==> src/design/brake_pkg.sv <==
// constants, register map and types shared by the brake control block
package brake_pkg;

    // ------------------------------------------------------------------
    // bus and channel widths
    // ------------------------------------------------------------------
    localparam int ADDR_W = 12;
    localparam int DATA_W = 32;
    localparam int REG_W = 8;
    localparam int CHANNELS = 4;

    // ------------------------------------------------------------------
    // register indices (byte address is four times the index)
    // ------------------------------------------------------------------
    localparam logic [7:0] IDX_PWM_CONTROL = 8'hDC;
    localparam logic [7:0] IDX_BRAKE_CONTROL = 8'hDF;
    localparam logic [7:0] IDX_IRQ_ENABLE = 8'hE8;
    localparam logic [7:0] IDX_BRAKE_STATUS = 8'hE9;
    localparam logic [ADDR_W-1:0] ADDR_PWM_CONTROL = {2'h0, IDX_PWM_CONTROL, 2'h0};
    localparam logic [ADDR_W-1:0] ADDR_BRAKE_CONTROL = {2'h0, IDX_BRAKE_CONTROL, 2'h0};
    localparam logic [ADDR_W-1:0] ADDR_IRQ_ENABLE = {2'h0, IDX_IRQ_ENABLE, 2'h0};
    localparam logic [ADDR_W-1:0] ADDR_BRAKE_STATUS = {2'h0, IDX_BRAKE_STATUS, 2'h0};

    // ------------------------------------------------------------------
    // field positions
    // ------------------------------------------------------------------
    localparam int BIT_MODE_LOW = 7;
    localparam int BIT_PIN_POLARITY = 6;
    localparam int BIT_MODE_PIN = 5;
    localparam int BIT_BRAKE_ENABLE = 4;
    localparam int BIT_LEVEL_LSB = 0;
    localparam int BIT_COUNTER_RUN = 7;
    localparam int BIT_INVERT_LSB = 0;
    localparam int BIT_IRQ_ENABLE = 5;
    localparam int BIT_FLAG = 0;
    localparam int BIT_PIN_ASSERTED = 1;
    localparam int BIT_BRAKE_ACTIVE = 2;
    localparam int BIT_PIN_LATCHED = 3;

    // ------------------------------------------------------------------
    // reset values
    // ------------------------------------------------------------------
    localparam logic [REG_W-1:0] RST_BRAKE_CONTROL = 8'h00;
    localparam logic [CHANNELS-1:0] RST_INVERT = 4'h0;
    localparam logic RST_COUNTER_RUN = 1'b0;
    localparam logic RST_IRQ_ENABLE = 1'b0;

    // ------------------------------------------------------------------
    // types
    // ------------------------------------------------------------------
    // brake mode, coded {pin select, low select}
    typedef enum logic [1:0] {
        MODE_SOFT = 2'b00,
        MODE_STOPPED = 2'b01,
        MODE_PIN = 2'b10,
        MODE_NONE = 2'b11
    } brake_mode_t;

    typedef enum logic [2:0] {
        ST_RUN = 3'b000,
        ST_SOFT = 3'b001,
        ST_STOPPED = 3'b010,
        ST_PIN = 3'b011,
        ST_RESUME = 3'b100
    } brake_state_t;

endpackage

==> src/design/brake_stage_if.sv <==
// carrier between the brake controller and its output stage
`timescale 1ns/1ps
interface brake_stage_if;
    logic force_brake;
    logic hold_snap;
    logic capture;
    logic [3:0] level;
    logic [3:0] invert;
    logic [3:0] gen;

    modport ctrl (output force_brake, output hold_snap, output capture, output level, output invert, output gen);
    modport stage (input force_brake, input hold_snap, input capture, input level, input invert, input gen);
endinterface

==> src/design/brake_output_stage.sv <==
// per-channel output stage: brake level, snapshot hold or inverted generator
`timescale 1ns/1ps
module brake_output_stage (
    input wire logic sys_clk,
    input wire logic rst_sync_b,
    brake_stage_if.stage st,
    output logic [brake_pkg::CHANNELS-1:0] pwm_out
);
    import brake_pkg::*;

    typedef struct packed {
        logic [CHANNELS-1:0] snap;
        logic [CHANNELS-1:0] out;
    } stage_state_t;

    stage_state_t cur_q;
    stage_state_t nxt_d;
    logic [CHANNELS-1:0] out_bit;

    // ------------------------------------------------------------------
    // per-channel selection
    // ------------------------------------------------------------------
    for (genvar ch = 0; ch < CHANNELS; ch++) begin : g_chan
        // brake level goes out raw, inversion never touches it
        assign out_bit[ch] = st.force_brake ? st.level[ch] :
            (st.hold_snap ? (cur_q.snap[ch] ^ st.invert[ch]) : (st.gen[ch] ^ st.invert[ch]));
    end

    // next state
    always_comb begin
        nxt_d = cur_q;
        if (st.capture) begin
            nxt_d.snap = st.gen; // generator level just before the brake
        end
        nxt_d.out = out_bit;
    end

    always_ff @(posedge sys_clk or negedge rst_sync_b) begin
        if (!rst_sync_b) begin
            cur_q <= '0;
        end else begin
            cur_q <= nxt_d;
        end
    end

    assign pwm_out = cur_q.out;
endmodule

==> src/design/pwm_brake_control.sv <==
// brake control for a four-channel pwm unit with an apb register slave
//
// Added by the designer: the APB slave port.
`timescale 1ns/1ps
// Summary of operation
// brake input counts as asserted low when polarity 0, high when polarity 1
// brake enable 0 means no brake in any mode; a latched pin brake still holds with enable 0 until the pin is released
// during a brake each output shows its own brake level bit
// mode 00 brakes at once, counter keeps running
// leaving software brake, outputs follow the live generator
// mode 01 brakes only while the counter is stopped
// clearing enable in mode 01 restores the generator level held at stop
// mode 10 with pin asserted forces levels, stops counter, sets flag
// pin brake ends only when pin released and enable cleared
// mode 11 applies no brake at all
// counter run bit shows and controls whether the counter runs
// brake interrupt request only when its enable bit is set
// brake levels go to pins without channel inversion
module pwm_brake_control (
    input wire logic sys_clk,
    input wire logic rst_b,
    input wire logic psel,
    input wire logic penable,
    input wire logic pwrite,
    input wire logic [brake_pkg::ADDR_W-1:0] paddr,
    input wire logic [brake_pkg::DATA_W-1:0] pwdata,
    output logic [brake_pkg::DATA_W-1:0] prdata,
    output logic pready,
    output logic pslverr,
    input wire logic brake_input_pin,
    input wire logic [brake_pkg::CHANNELS-1:0] pwm_gen,
    output logic counter_run,
    output logic brake_irq,
    output logic [brake_pkg::CHANNELS-1:0] pwm_out
);
    import brake_pkg::*;

    typedef struct packed {
        logic [REG_W-1:0] brake_control;
        logic [CHANNELS-1:0] invert;
        logic counter_run;
        logic brake_irq_enable;
        logic external_brake_flag;
        logic irq;
        brake_state_t state;
        logic [DATA_W-1:0] rdata;
        logic ready;
        logic slverr;
    } ctrl_state_t;

    ctrl_state_t cur_q;
    ctrl_state_t nxt_d;
    logic [1:0] rst_pipe_q;
    logic rst_sync_b;
    brake_stage_if stage_bus ();

    // ------------------------------------------------------------------
    // reset release
    // ------------------------------------------------------------------
    // asserts at once, releases two edges later to keep release glitch free
    always_ff @(posedge sys_clk or negedge rst_b) begin
        if (!rst_b) begin
            rst_pipe_q <= 2'b00;
        end else begin
            rst_pipe_q <= {rst_pipe_q[0], 1'b1};
        end
    end
    assign rst_sync_b = rst_pipe_q[1];

    // ------------------------------------------------------------------
    // decoded control fields
    // ------------------------------------------------------------------
    brake_mode_t mode;
    logic enable;
    logic pin_asserted;
    logic setup_phase;
    logic access_done;
    logic wr_done;
    logic addr_hit;

    assign mode = brake_mode_t'({cur_q.brake_control[BIT_MODE_PIN], cur_q.brake_control[BIT_MODE_LOW]});
    assign enable = cur_q.brake_control[BIT_BRAKE_ENABLE];
    // polarity 1 means active high, 0 means active low
    assign pin_asserted = cur_q.brake_control[BIT_PIN_POLARITY] ? brake_input_pin : ~brake_input_pin;
    assign setup_phase = psel & ~penable;
    assign access_done = psel & penable & cur_q.ready;
    assign wr_done = access_done & pwrite & ~cur_q.slverr;
    assign addr_hit = (paddr == ADDR_PWM_CONTROL) | (paddr == ADDR_BRAKE_CONTROL) |
        (paddr == ADDR_IRQ_ENABLE) | (paddr == ADDR_BRAKE_STATUS);

    // ------------------------------------------------------------------
    // register file, brake sequencer and bus answer
    // ------------------------------------------------------------------
    always_comb begin
        nxt_d = cur_q;

        // apb: answer in the first access cycle, data taken at setup
        nxt_d.ready = setup_phase;
        nxt_d.slverr = setup_phase & ~addr_hit;
        if (setup_phase) begin
            nxt_d.rdata = '0;
            unique case (paddr)
                ADDR_PWM_CONTROL: begin
                    nxt_d.rdata[BIT_COUNTER_RUN] = cur_q.counter_run;
                    nxt_d.rdata[BIT_INVERT_LSB +: CHANNELS] = cur_q.invert;
                end
                ADDR_BRAKE_CONTROL: begin
                    nxt_d.rdata[REG_W-1:0] = cur_q.brake_control;
                end
                ADDR_IRQ_ENABLE: begin
                    nxt_d.rdata[BIT_IRQ_ENABLE] = cur_q.brake_irq_enable;
                end
                ADDR_BRAKE_STATUS: begin
                    nxt_d.rdata[BIT_FLAG] = cur_q.external_brake_flag;
                    nxt_d.rdata[BIT_PIN_ASSERTED] = pin_asserted;
                    nxt_d.rdata[BIT_BRAKE_ACTIVE] = (cur_q.state != ST_RUN) && (cur_q.state != ST_RESUME);
                    nxt_d.rdata[BIT_PIN_LATCHED] = (cur_q.state == ST_PIN);
                end
                default: begin
                    nxt_d.rdata = '0;
                end
            endcase
        end

        // software writes take effect at the completing edge
        if (wr_done) begin
            unique case (paddr)
                ADDR_PWM_CONTROL: begin
                    nxt_d.counter_run = pwdata[BIT_COUNTER_RUN];
                    nxt_d.invert = pwdata[BIT_INVERT_LSB +: CHANNELS];
                end
                ADDR_BRAKE_CONTROL: begin
                    nxt_d.brake_control = pwdata[REG_W-1:0];
                end
                ADDR_IRQ_ENABLE: begin
                    nxt_d.brake_irq_enable = pwdata[BIT_IRQ_ENABLE];
                end
                ADDR_BRAKE_STATUS: begin
                    // write one to clear
                    if (pwdata[BIT_FLAG]) begin
                        nxt_d.external_brake_flag = 1'b0;
                    end
                end
                default: begin
                end
            endcase
        end

        // brake sequencer
        unique case (cur_q.state)
            ST_RUN: begin
                if (enable) begin
                    unique case (mode)
                        MODE_SOFT: begin
                            nxt_d.state = ST_SOFT;
                        end
                        MODE_STOPPED: begin
                            if (!cur_q.counter_run) begin
                                nxt_d.state = ST_STOPPED;
                            end
                        end
                        MODE_PIN: begin
                            if (pin_asserted) begin
                                nxt_d.state = ST_PIN;
                            end
                        end
                        MODE_NONE: begin
                            nxt_d.state = ST_RUN;
                        end
                    endcase
                end
            end
            ST_SOFT: begin
                // straight back to the live generator, no snapshot
                if (!enable || mode != MODE_SOFT) begin
                    nxt_d.state = ST_RUN;
                end
            end
            ST_STOPPED: begin
                if (!enable) begin
                    nxt_d.state = ST_RESUME;
                end else if (cur_q.counter_run || mode != MODE_STOPPED) begin
                    nxt_d.state = ST_RUN;
                end
            end
            ST_PIN: begin
                // latched: needs both pin release and enable cleared
                if (!enable && !pin_asserted) begin
                    nxt_d.state = ST_RESUME;
                end
            end
            ST_RESUME: begin
                // hold pre-brake level until the counter is restarted or enable is set again
                if (cur_q.counter_run) begin
                    nxt_d.state = ST_RUN;
                end else if (enable) begin
                    nxt_d.state = ST_RUN;
                end
            end
            default: begin
                nxt_d.state = ST_RUN;
            end
        endcase

        // pin brake stops the counter; hardware beats a software start
        if (enable && mode == MODE_PIN && pin_asserted) begin
            nxt_d.counter_run = 1'b0;
            nxt_d.external_brake_flag = 1'b1;
        end

        // brake request leaves as a registered level
        nxt_d.irq = nxt_d.external_brake_flag & nxt_d.brake_irq_enable;
    end

    always_ff @(posedge sys_clk or negedge rst_sync_b) begin
        if (!rst_sync_b) begin
            cur_q.brake_control <= RST_BRAKE_CONTROL;
            cur_q.invert <= RST_INVERT;
            cur_q.counter_run <= RST_COUNTER_RUN;
            cur_q.brake_irq_enable <= RST_IRQ_ENABLE;
            cur_q.external_brake_flag <= 1'b0;
            cur_q.irq <= 1'b0;
            cur_q.state <= ST_RUN;
            cur_q.rdata <= '0;
            cur_q.ready <= 1'b0;
            cur_q.slverr <= 1'b0;
        end else begin
            cur_q <= nxt_d;
        end
    end

    // ------------------------------------------------------------------
    // output stage control
    // ------------------------------------------------------------------
    // outputs lag the sequencer by one edge through the stage register
    assign stage_bus.force_brake = (cur_q.state == ST_SOFT) || (cur_q.state == ST_STOPPED) ||
        (cur_q.state == ST_PIN);
    assign stage_bus.hold_snap = (cur_q.state == ST_RESUME);
    assign stage_bus.capture = (cur_q.state == ST_RUN) &&
        ((nxt_d.state == ST_STOPPED) || (nxt_d.state == ST_PIN));
    assign stage_bus.level = cur_q.brake_control[BIT_LEVEL_LSB +: CHANNELS];
    assign stage_bus.invert = cur_q.invert;
    assign stage_bus.gen = pwm_gen;

    brake_output_stage u_stage (
        .sys_clk(sys_clk),
        .rst_sync_b(rst_sync_b),
        .st(stage_bus),
        .pwm_out(pwm_out)
    );

    assign prdata = cur_q.rdata;
    assign pready = cur_q.ready;
    assign pslverr = cur_q.slverr;
    assign counter_run = cur_q.counter_run;
    assign brake_irq = cur_q.irq;
endmodule

==> config.mk <==
export PLATFORM = sky130hd
export DESIGN_NAME = pwm_brake_control
export DESIGN_NICKNAME = d
export VERILOG_FILES = /design/src/design/brake_pkg.sv /design/src/design/brake_stage_if.sv /design/src/design/brake_output_stage.sv /design/src/design/pwm_brake_control.sv
export SDC_FILE = /design/constraint.sdc
export NUM_CORES = 1
export LEC_CHECK = 0
export ABC_AREA = 1
export BUFFER_PORTS_ARGS = -buffer_cell sky130_fd_sc_hd__buf_2
export CORE_AREA = 2 2 74 76
export DETAILED_ROUTE_END_ITERATION = 12
export DIE_AREA = 0 0 76 78
export PLACE_DENSITY = 0.79
export SLEW_MARGIN = 20
export SYNTH_ARGS = -nofsm -noshare
export SYNTH_HDL_FRONTEND = slang
export SYNTH_HIERARCHICAL = 1
export SYNTH_SLANG_ARGS = --single-unit
==> constraint.sdc <==
create_clock -name sys_clk -period 1.65 [get_ports sys_clk]
set_input_delay 0.0825 -clock sys_clk [delete_from_list [all_inputs] [get_ports sys_clk]]
set_output_delay 0.0825 -clock sys_clk [all_outputs]
set_load 0.005 [all_outputs]
# --- After elaboration in Yosys (flattened, before gate mapping) ---
# Index checks and enable logic that the tools add are counted.
op_classes:
  n_mux: 32
  bitwise_logic: 22
  reduce_logical: 21
  eq_ne: 15
op_table:
  columns: ["op", "n"]
  rows:
  - ["equality test 12 x 10 -> 1 bit (second input constant)", 4]
  - ["2-to-1 mux 3 bit", 10]
  - ["2-to-1 mux 1 bit", 17]
  - ["one-hot mux 3 bit (5 select lines)", 1]
  - ["equality test 3 x 2 -> 1 bit (second input constant)", 4]
  - ["one-hot mux 3 bit (4 select lines)", 1]
  - ["one-hot mux 4 bit (3 select lines)", 1]
  - ["XOR 1 bit", 8]
  - ["bitwise AND 1 bit", 7]
  - ["AND reduction 2 bit", 3]
  - ["nonzero test 2 bit", 3]
  - ["logical AND 1 bit", 5]
  - ["logical OR 1 bit", 5]
  - ["equality test 2 bit (second input constant)", 2]
  - ["inverter 1 bit", 4]
  - ["one-hot mux 1 bit (2 select lines)", 2]
  - ["equality test 3 x 1 -> 1 bit (second input constant)", 1]
  - ["equality test 3 bit (second input constant)", 1]
  - ["zero test 3 bit", 1]
  - ["!= test 3 bit (second input constant)", 1]
  - ["bitwise OR 1 bit", 3]
  - ["nonzero test 3 bit", 1]
  - ["equality test 2 x 1 -> 1 bit (second input constant)", 1]
  - ["zero test 1 bit", 2]
  - ["other kinds (2)", 2]
totals:
  register_bits: 39
  in_bits: 54
  word_cells: 103
  output_inout_bits: 40

# --- Depth between registers and ports, before layout ---
depth:
  ltp_word: 9
  depth_mapped: 10
  depth_no_buf: 10

# --- Hierarchy ---
# Netlist, hierarchy kept.
by_module_without_submodules:
  columns: ["module", "n_inst", "seq_area_each_um2", "cells_each", "area_per_inst_um2"]
  rows:
  - ["pwm_brake_control", 1, 775.7, 247, 1919.3]
  - ["brake_output_stage", 1, 200.2, 71, 533.0]

# --- Least setup slack after synthesis ---
# OpenSTA, ideal clock, no wires.
synth_timing:
  path_kind: "reg-to-reg"
  startpoint: "reg cur_q[35] (netlist name)"
  endpoint: "reg u_stage.cur_q (netlist bit u_stage/pwm_out[3])"
  n_path_buf: 1
  slack_ns: 0.444
  synth_period_minus_slack_ns: 1.206
  required_time_ns: 1.533
  stages_incl_launch_ff: 10
  setup_ns: 0.117
  arrival_ns: 1.088
  cell_sequence: "dfrtp_1 -> nor2_1 -> nand2_1 -> inv_1 -> buf_6 -> inv_8 -> nand2_2 -> nand3_1 -> nand3_1 -> nand2_1"
synth_lines:
  columns: ["element", "line", "source"]
  rows:
  - ["from (decl)", "pwm_brake_control.sv:51", "ctrl_state_t cur_q;"]
  - ["from (signal assigned)", "pwm_brake_control.sv:228", "cur_q <= nxt_d;"]
  - ["to (signal assigned)", "brake_output_stage.sv:42", "cur_q <= nxt_d;"]
  - ["to (decl)", "brake_output_stage.sv:16", "stage_state_t cur_q;"]

==> flow_metrics.tcl <==
set metrics [dict create \
    final_max_slew_viol_count 0 \
    place_ws_ps 157.0 \
    nets 412 \
    setup_viol 0 \
    via_per_inst 4.639 \
    setup_tns_ps 0 \
    ys_ff_latch 39 \
    synthesis.area_sq_mm 0.002452 \
    initial_core_util_pct 48.64 \
    yosys_warnings 6 \
    grt_overflow_total 0 \
    whs_endpoint "pready" \
    grt_pass1_vias 1835 \
    hold_viol 0 \
    arrival_ps 1590 \
    grt_use_total_pct 16.57 \
    gp_congestion 0.8053 \
    rsz0062_at_grt "no" \
    io_pins 94 \
    hold_ws_ps 18.99 \
    tritoncts "done" \
    rr_endpoint "u_stage/pwm_out[2]" \
    layout-drive-gt1-share_pct 24.93 \
    wl_microns 4763 \
    final_util_pct 52.80 \
    synth_most_common_cell "nand2_1" \
    routedWlPerCell_microns 11.15 \
    clockRootBuffer "clkbuf_8" \
    synth_edf_count 0 \
    clockBufferDepth 2 \
    cp-startpoint "cur_q[35]" \
    final.setup.worst_slack_ps 231.2 \
    hold_start "penable" \
    skew_ps 3.673 \
    synth_top_area_share_pct 39.80 \
    fmax_mhz 704.8 \
    clk-insertion-delay-late_ps 290 \
    synth_commonest_cells "86 x nand2_1, 40 x inv_1, 39 x dfrtp_1" \
    cp_max_fo 9 \
    ys_types 29 \
    required_ps 1830 \
    fin_crit_sh_pct 85.99 \
    final_antenna_net_count 0 \
    r2r_start "cur_q[35]" \
    num-fill-cells 505 \
    cts_max_level 2 \
    min_path_cells 2 \
    path_clk_slew_ps 70 \
    drt_pass1_iterations 4 \
    grt_max_degree 38 \
    grt_pass1_wl_microns 7969 \
    min_path_type "in2reg" \
    ys_top_cells_by_area "dfrtp_1 40%, nand2_1 13%, buf_4 11%, nand3_1 6.7%, inv_1 6.1%" \
    postSynthCellCount 318 \
    drt_iter0_drc 149 \
    drv_cap 0 \
    async_flop_share_pct 100.0 \
    powerDensity_mw_per_mm2 855.1 \
    placed_cells 420 \
    dieWidth_microns 76 \
    fp.dieH_microns 78 \
    row_count 26 \
    worstSetupStartpointType "flip-flop" \
    dp_hpwl_microns 3693 \
    drc 0 \
    clock-sinks 39 \
    yosysSeqAreaShare_pct 39.80 \
    reg2reg_depth 8 \
    ys.flop_type "dfrtp_1" \
    crit_path_end_kind "flip-flop" \
    p_leak_uw 0.001503 \
    antenna_found_initial 0 \
    synthToLayoutAreaGrowth_pct 8.571 \
    avgSynthCellArea_sq_um 7.712 \
    port_buffers 45 \
    regToRegSetupSlack_ps 230 \
    core_sq_mm 0.005042 \
    cts_buffers 5 \
    status "finished, final reports clean" \
    diodes 0 \
    synth_area_leader_cell "dfrtp_1" \
    final-instance-count-excl-fill 427 \
    crit_type "reg2reg" \
    min_period_ps 1419 \
    cts_setup_buffers 0 \
    die_area_sq_mm 0.005928 \
    num_vias 1981 \
    ir_drop_uv 409.1 \
]
## power breakdown
group	total (uW)	internal (uW)	switching [uW]
Combinational	557	227	330
Clock	590	282	308
Sequential	1130	1060	66.9
Total	2280	1570	705
## state kept, by name, summed over array words and instances, names as in the netlist
signal,cells
brake_irq,1
u_stage/cur_q,4
u_stage/pwm_out,4
stage_bus.invert,4
cur_q,13
rst_pipe_q,2
counter_run,1
pslverr,1
prdata,8
pready,1
## routing by layer
metal / up-vias / global-route usage (%) / share of wire (%)
met3: 7 / 3.605 / 5.0
met5: - / 0 / 0
met2: 58 / 29.91 / 50
li1: 1008 / - / -
met1: 908 / 20.12 / 44
met4: 0 / 4.364 / 1.2
## timing repair
item	CTS	global route
hold buffers	1	0
gates resized for setup	0	1
setup endpoints to repair	0	2
endpoints found under the hold margin	2	0
## cell families after synthesis
logic type      after synthesis  share of synthesized area, %
buf+inv                      83                         19.74
compound gates               26                         6.990
other cells                   2                        0.3062
simple gates                168                         33.16
flops                        39                         39.80
## final cells by class
cell class	instances	area, sq um	area share (%)
multi-input combinational	219	1079	40.51
sequential	39	975.9	36.65
timing repair buffer	49	257.7	9.680
inverter	44	190.2	7.143
tap	70	87.58	3.289
clock buffer	6	72.57	2.726
## metrics by stage
step	cell area, sq um	power (uW)
floorplan	2539	1592
detailed placement	2576	1703
CTS	2659	2298
global placement	2576	1681
global route	2663	2425
finish	2663	2277
## worst max-delay path by stage
stage / to / slack, ps / cells after the start
after floorplan: u_stage/pwm_out[3] / 440 / 9
after global placement: u_stage/pwm_out[0] / 190 / 8
after detailed placement: u_stage/pwm_out[1] / 160 / 8
after CTS: u_stage/pwm_out[1] / 150 / 8
after global routing: u_stage/cur_q[6] / 40 / 8
final: u_stage/pwm_out[2] / 230 / 8
## critical path, cell delays in order (launching register included)
cell,delay (ps)
dfrtp_1,440
nor2_1,200
nand2_1,140
clkinvlp_4,210
inv_8,70
nand2_1,70
nand3_1,60
nand3_1,70
nand2_1,60
## cells in the final DEF (no fill, tap or decap)
cell	instances
nand2_1	86
buf_2	45
inv_1	39
dfrtp_1	39
nand3_1	33
conb_1	25
nor2_1	17
o21ai_0	9
nand2_2	8
nor3_1	6
o21ai_2	6
nand3_2	5
clkbuf_8	5
nor2_4	4
nor2_2	3
nand4_1	3
a21oi_2	3
o21ai_1	3
buf_4	3
a21oi_1	2
o31ai_1	2
nand2_4	1
clkinvlp_4	1
a211oi_1	1
nor2_8	1
inv_2	1
nand3_4	1
clkinv_1	1
clkbuf_1	1
dlygate4sd3_1	1
inv_8	1
bufinv_8	1
No activity file was read; power rests on OpenSTA's default activity.
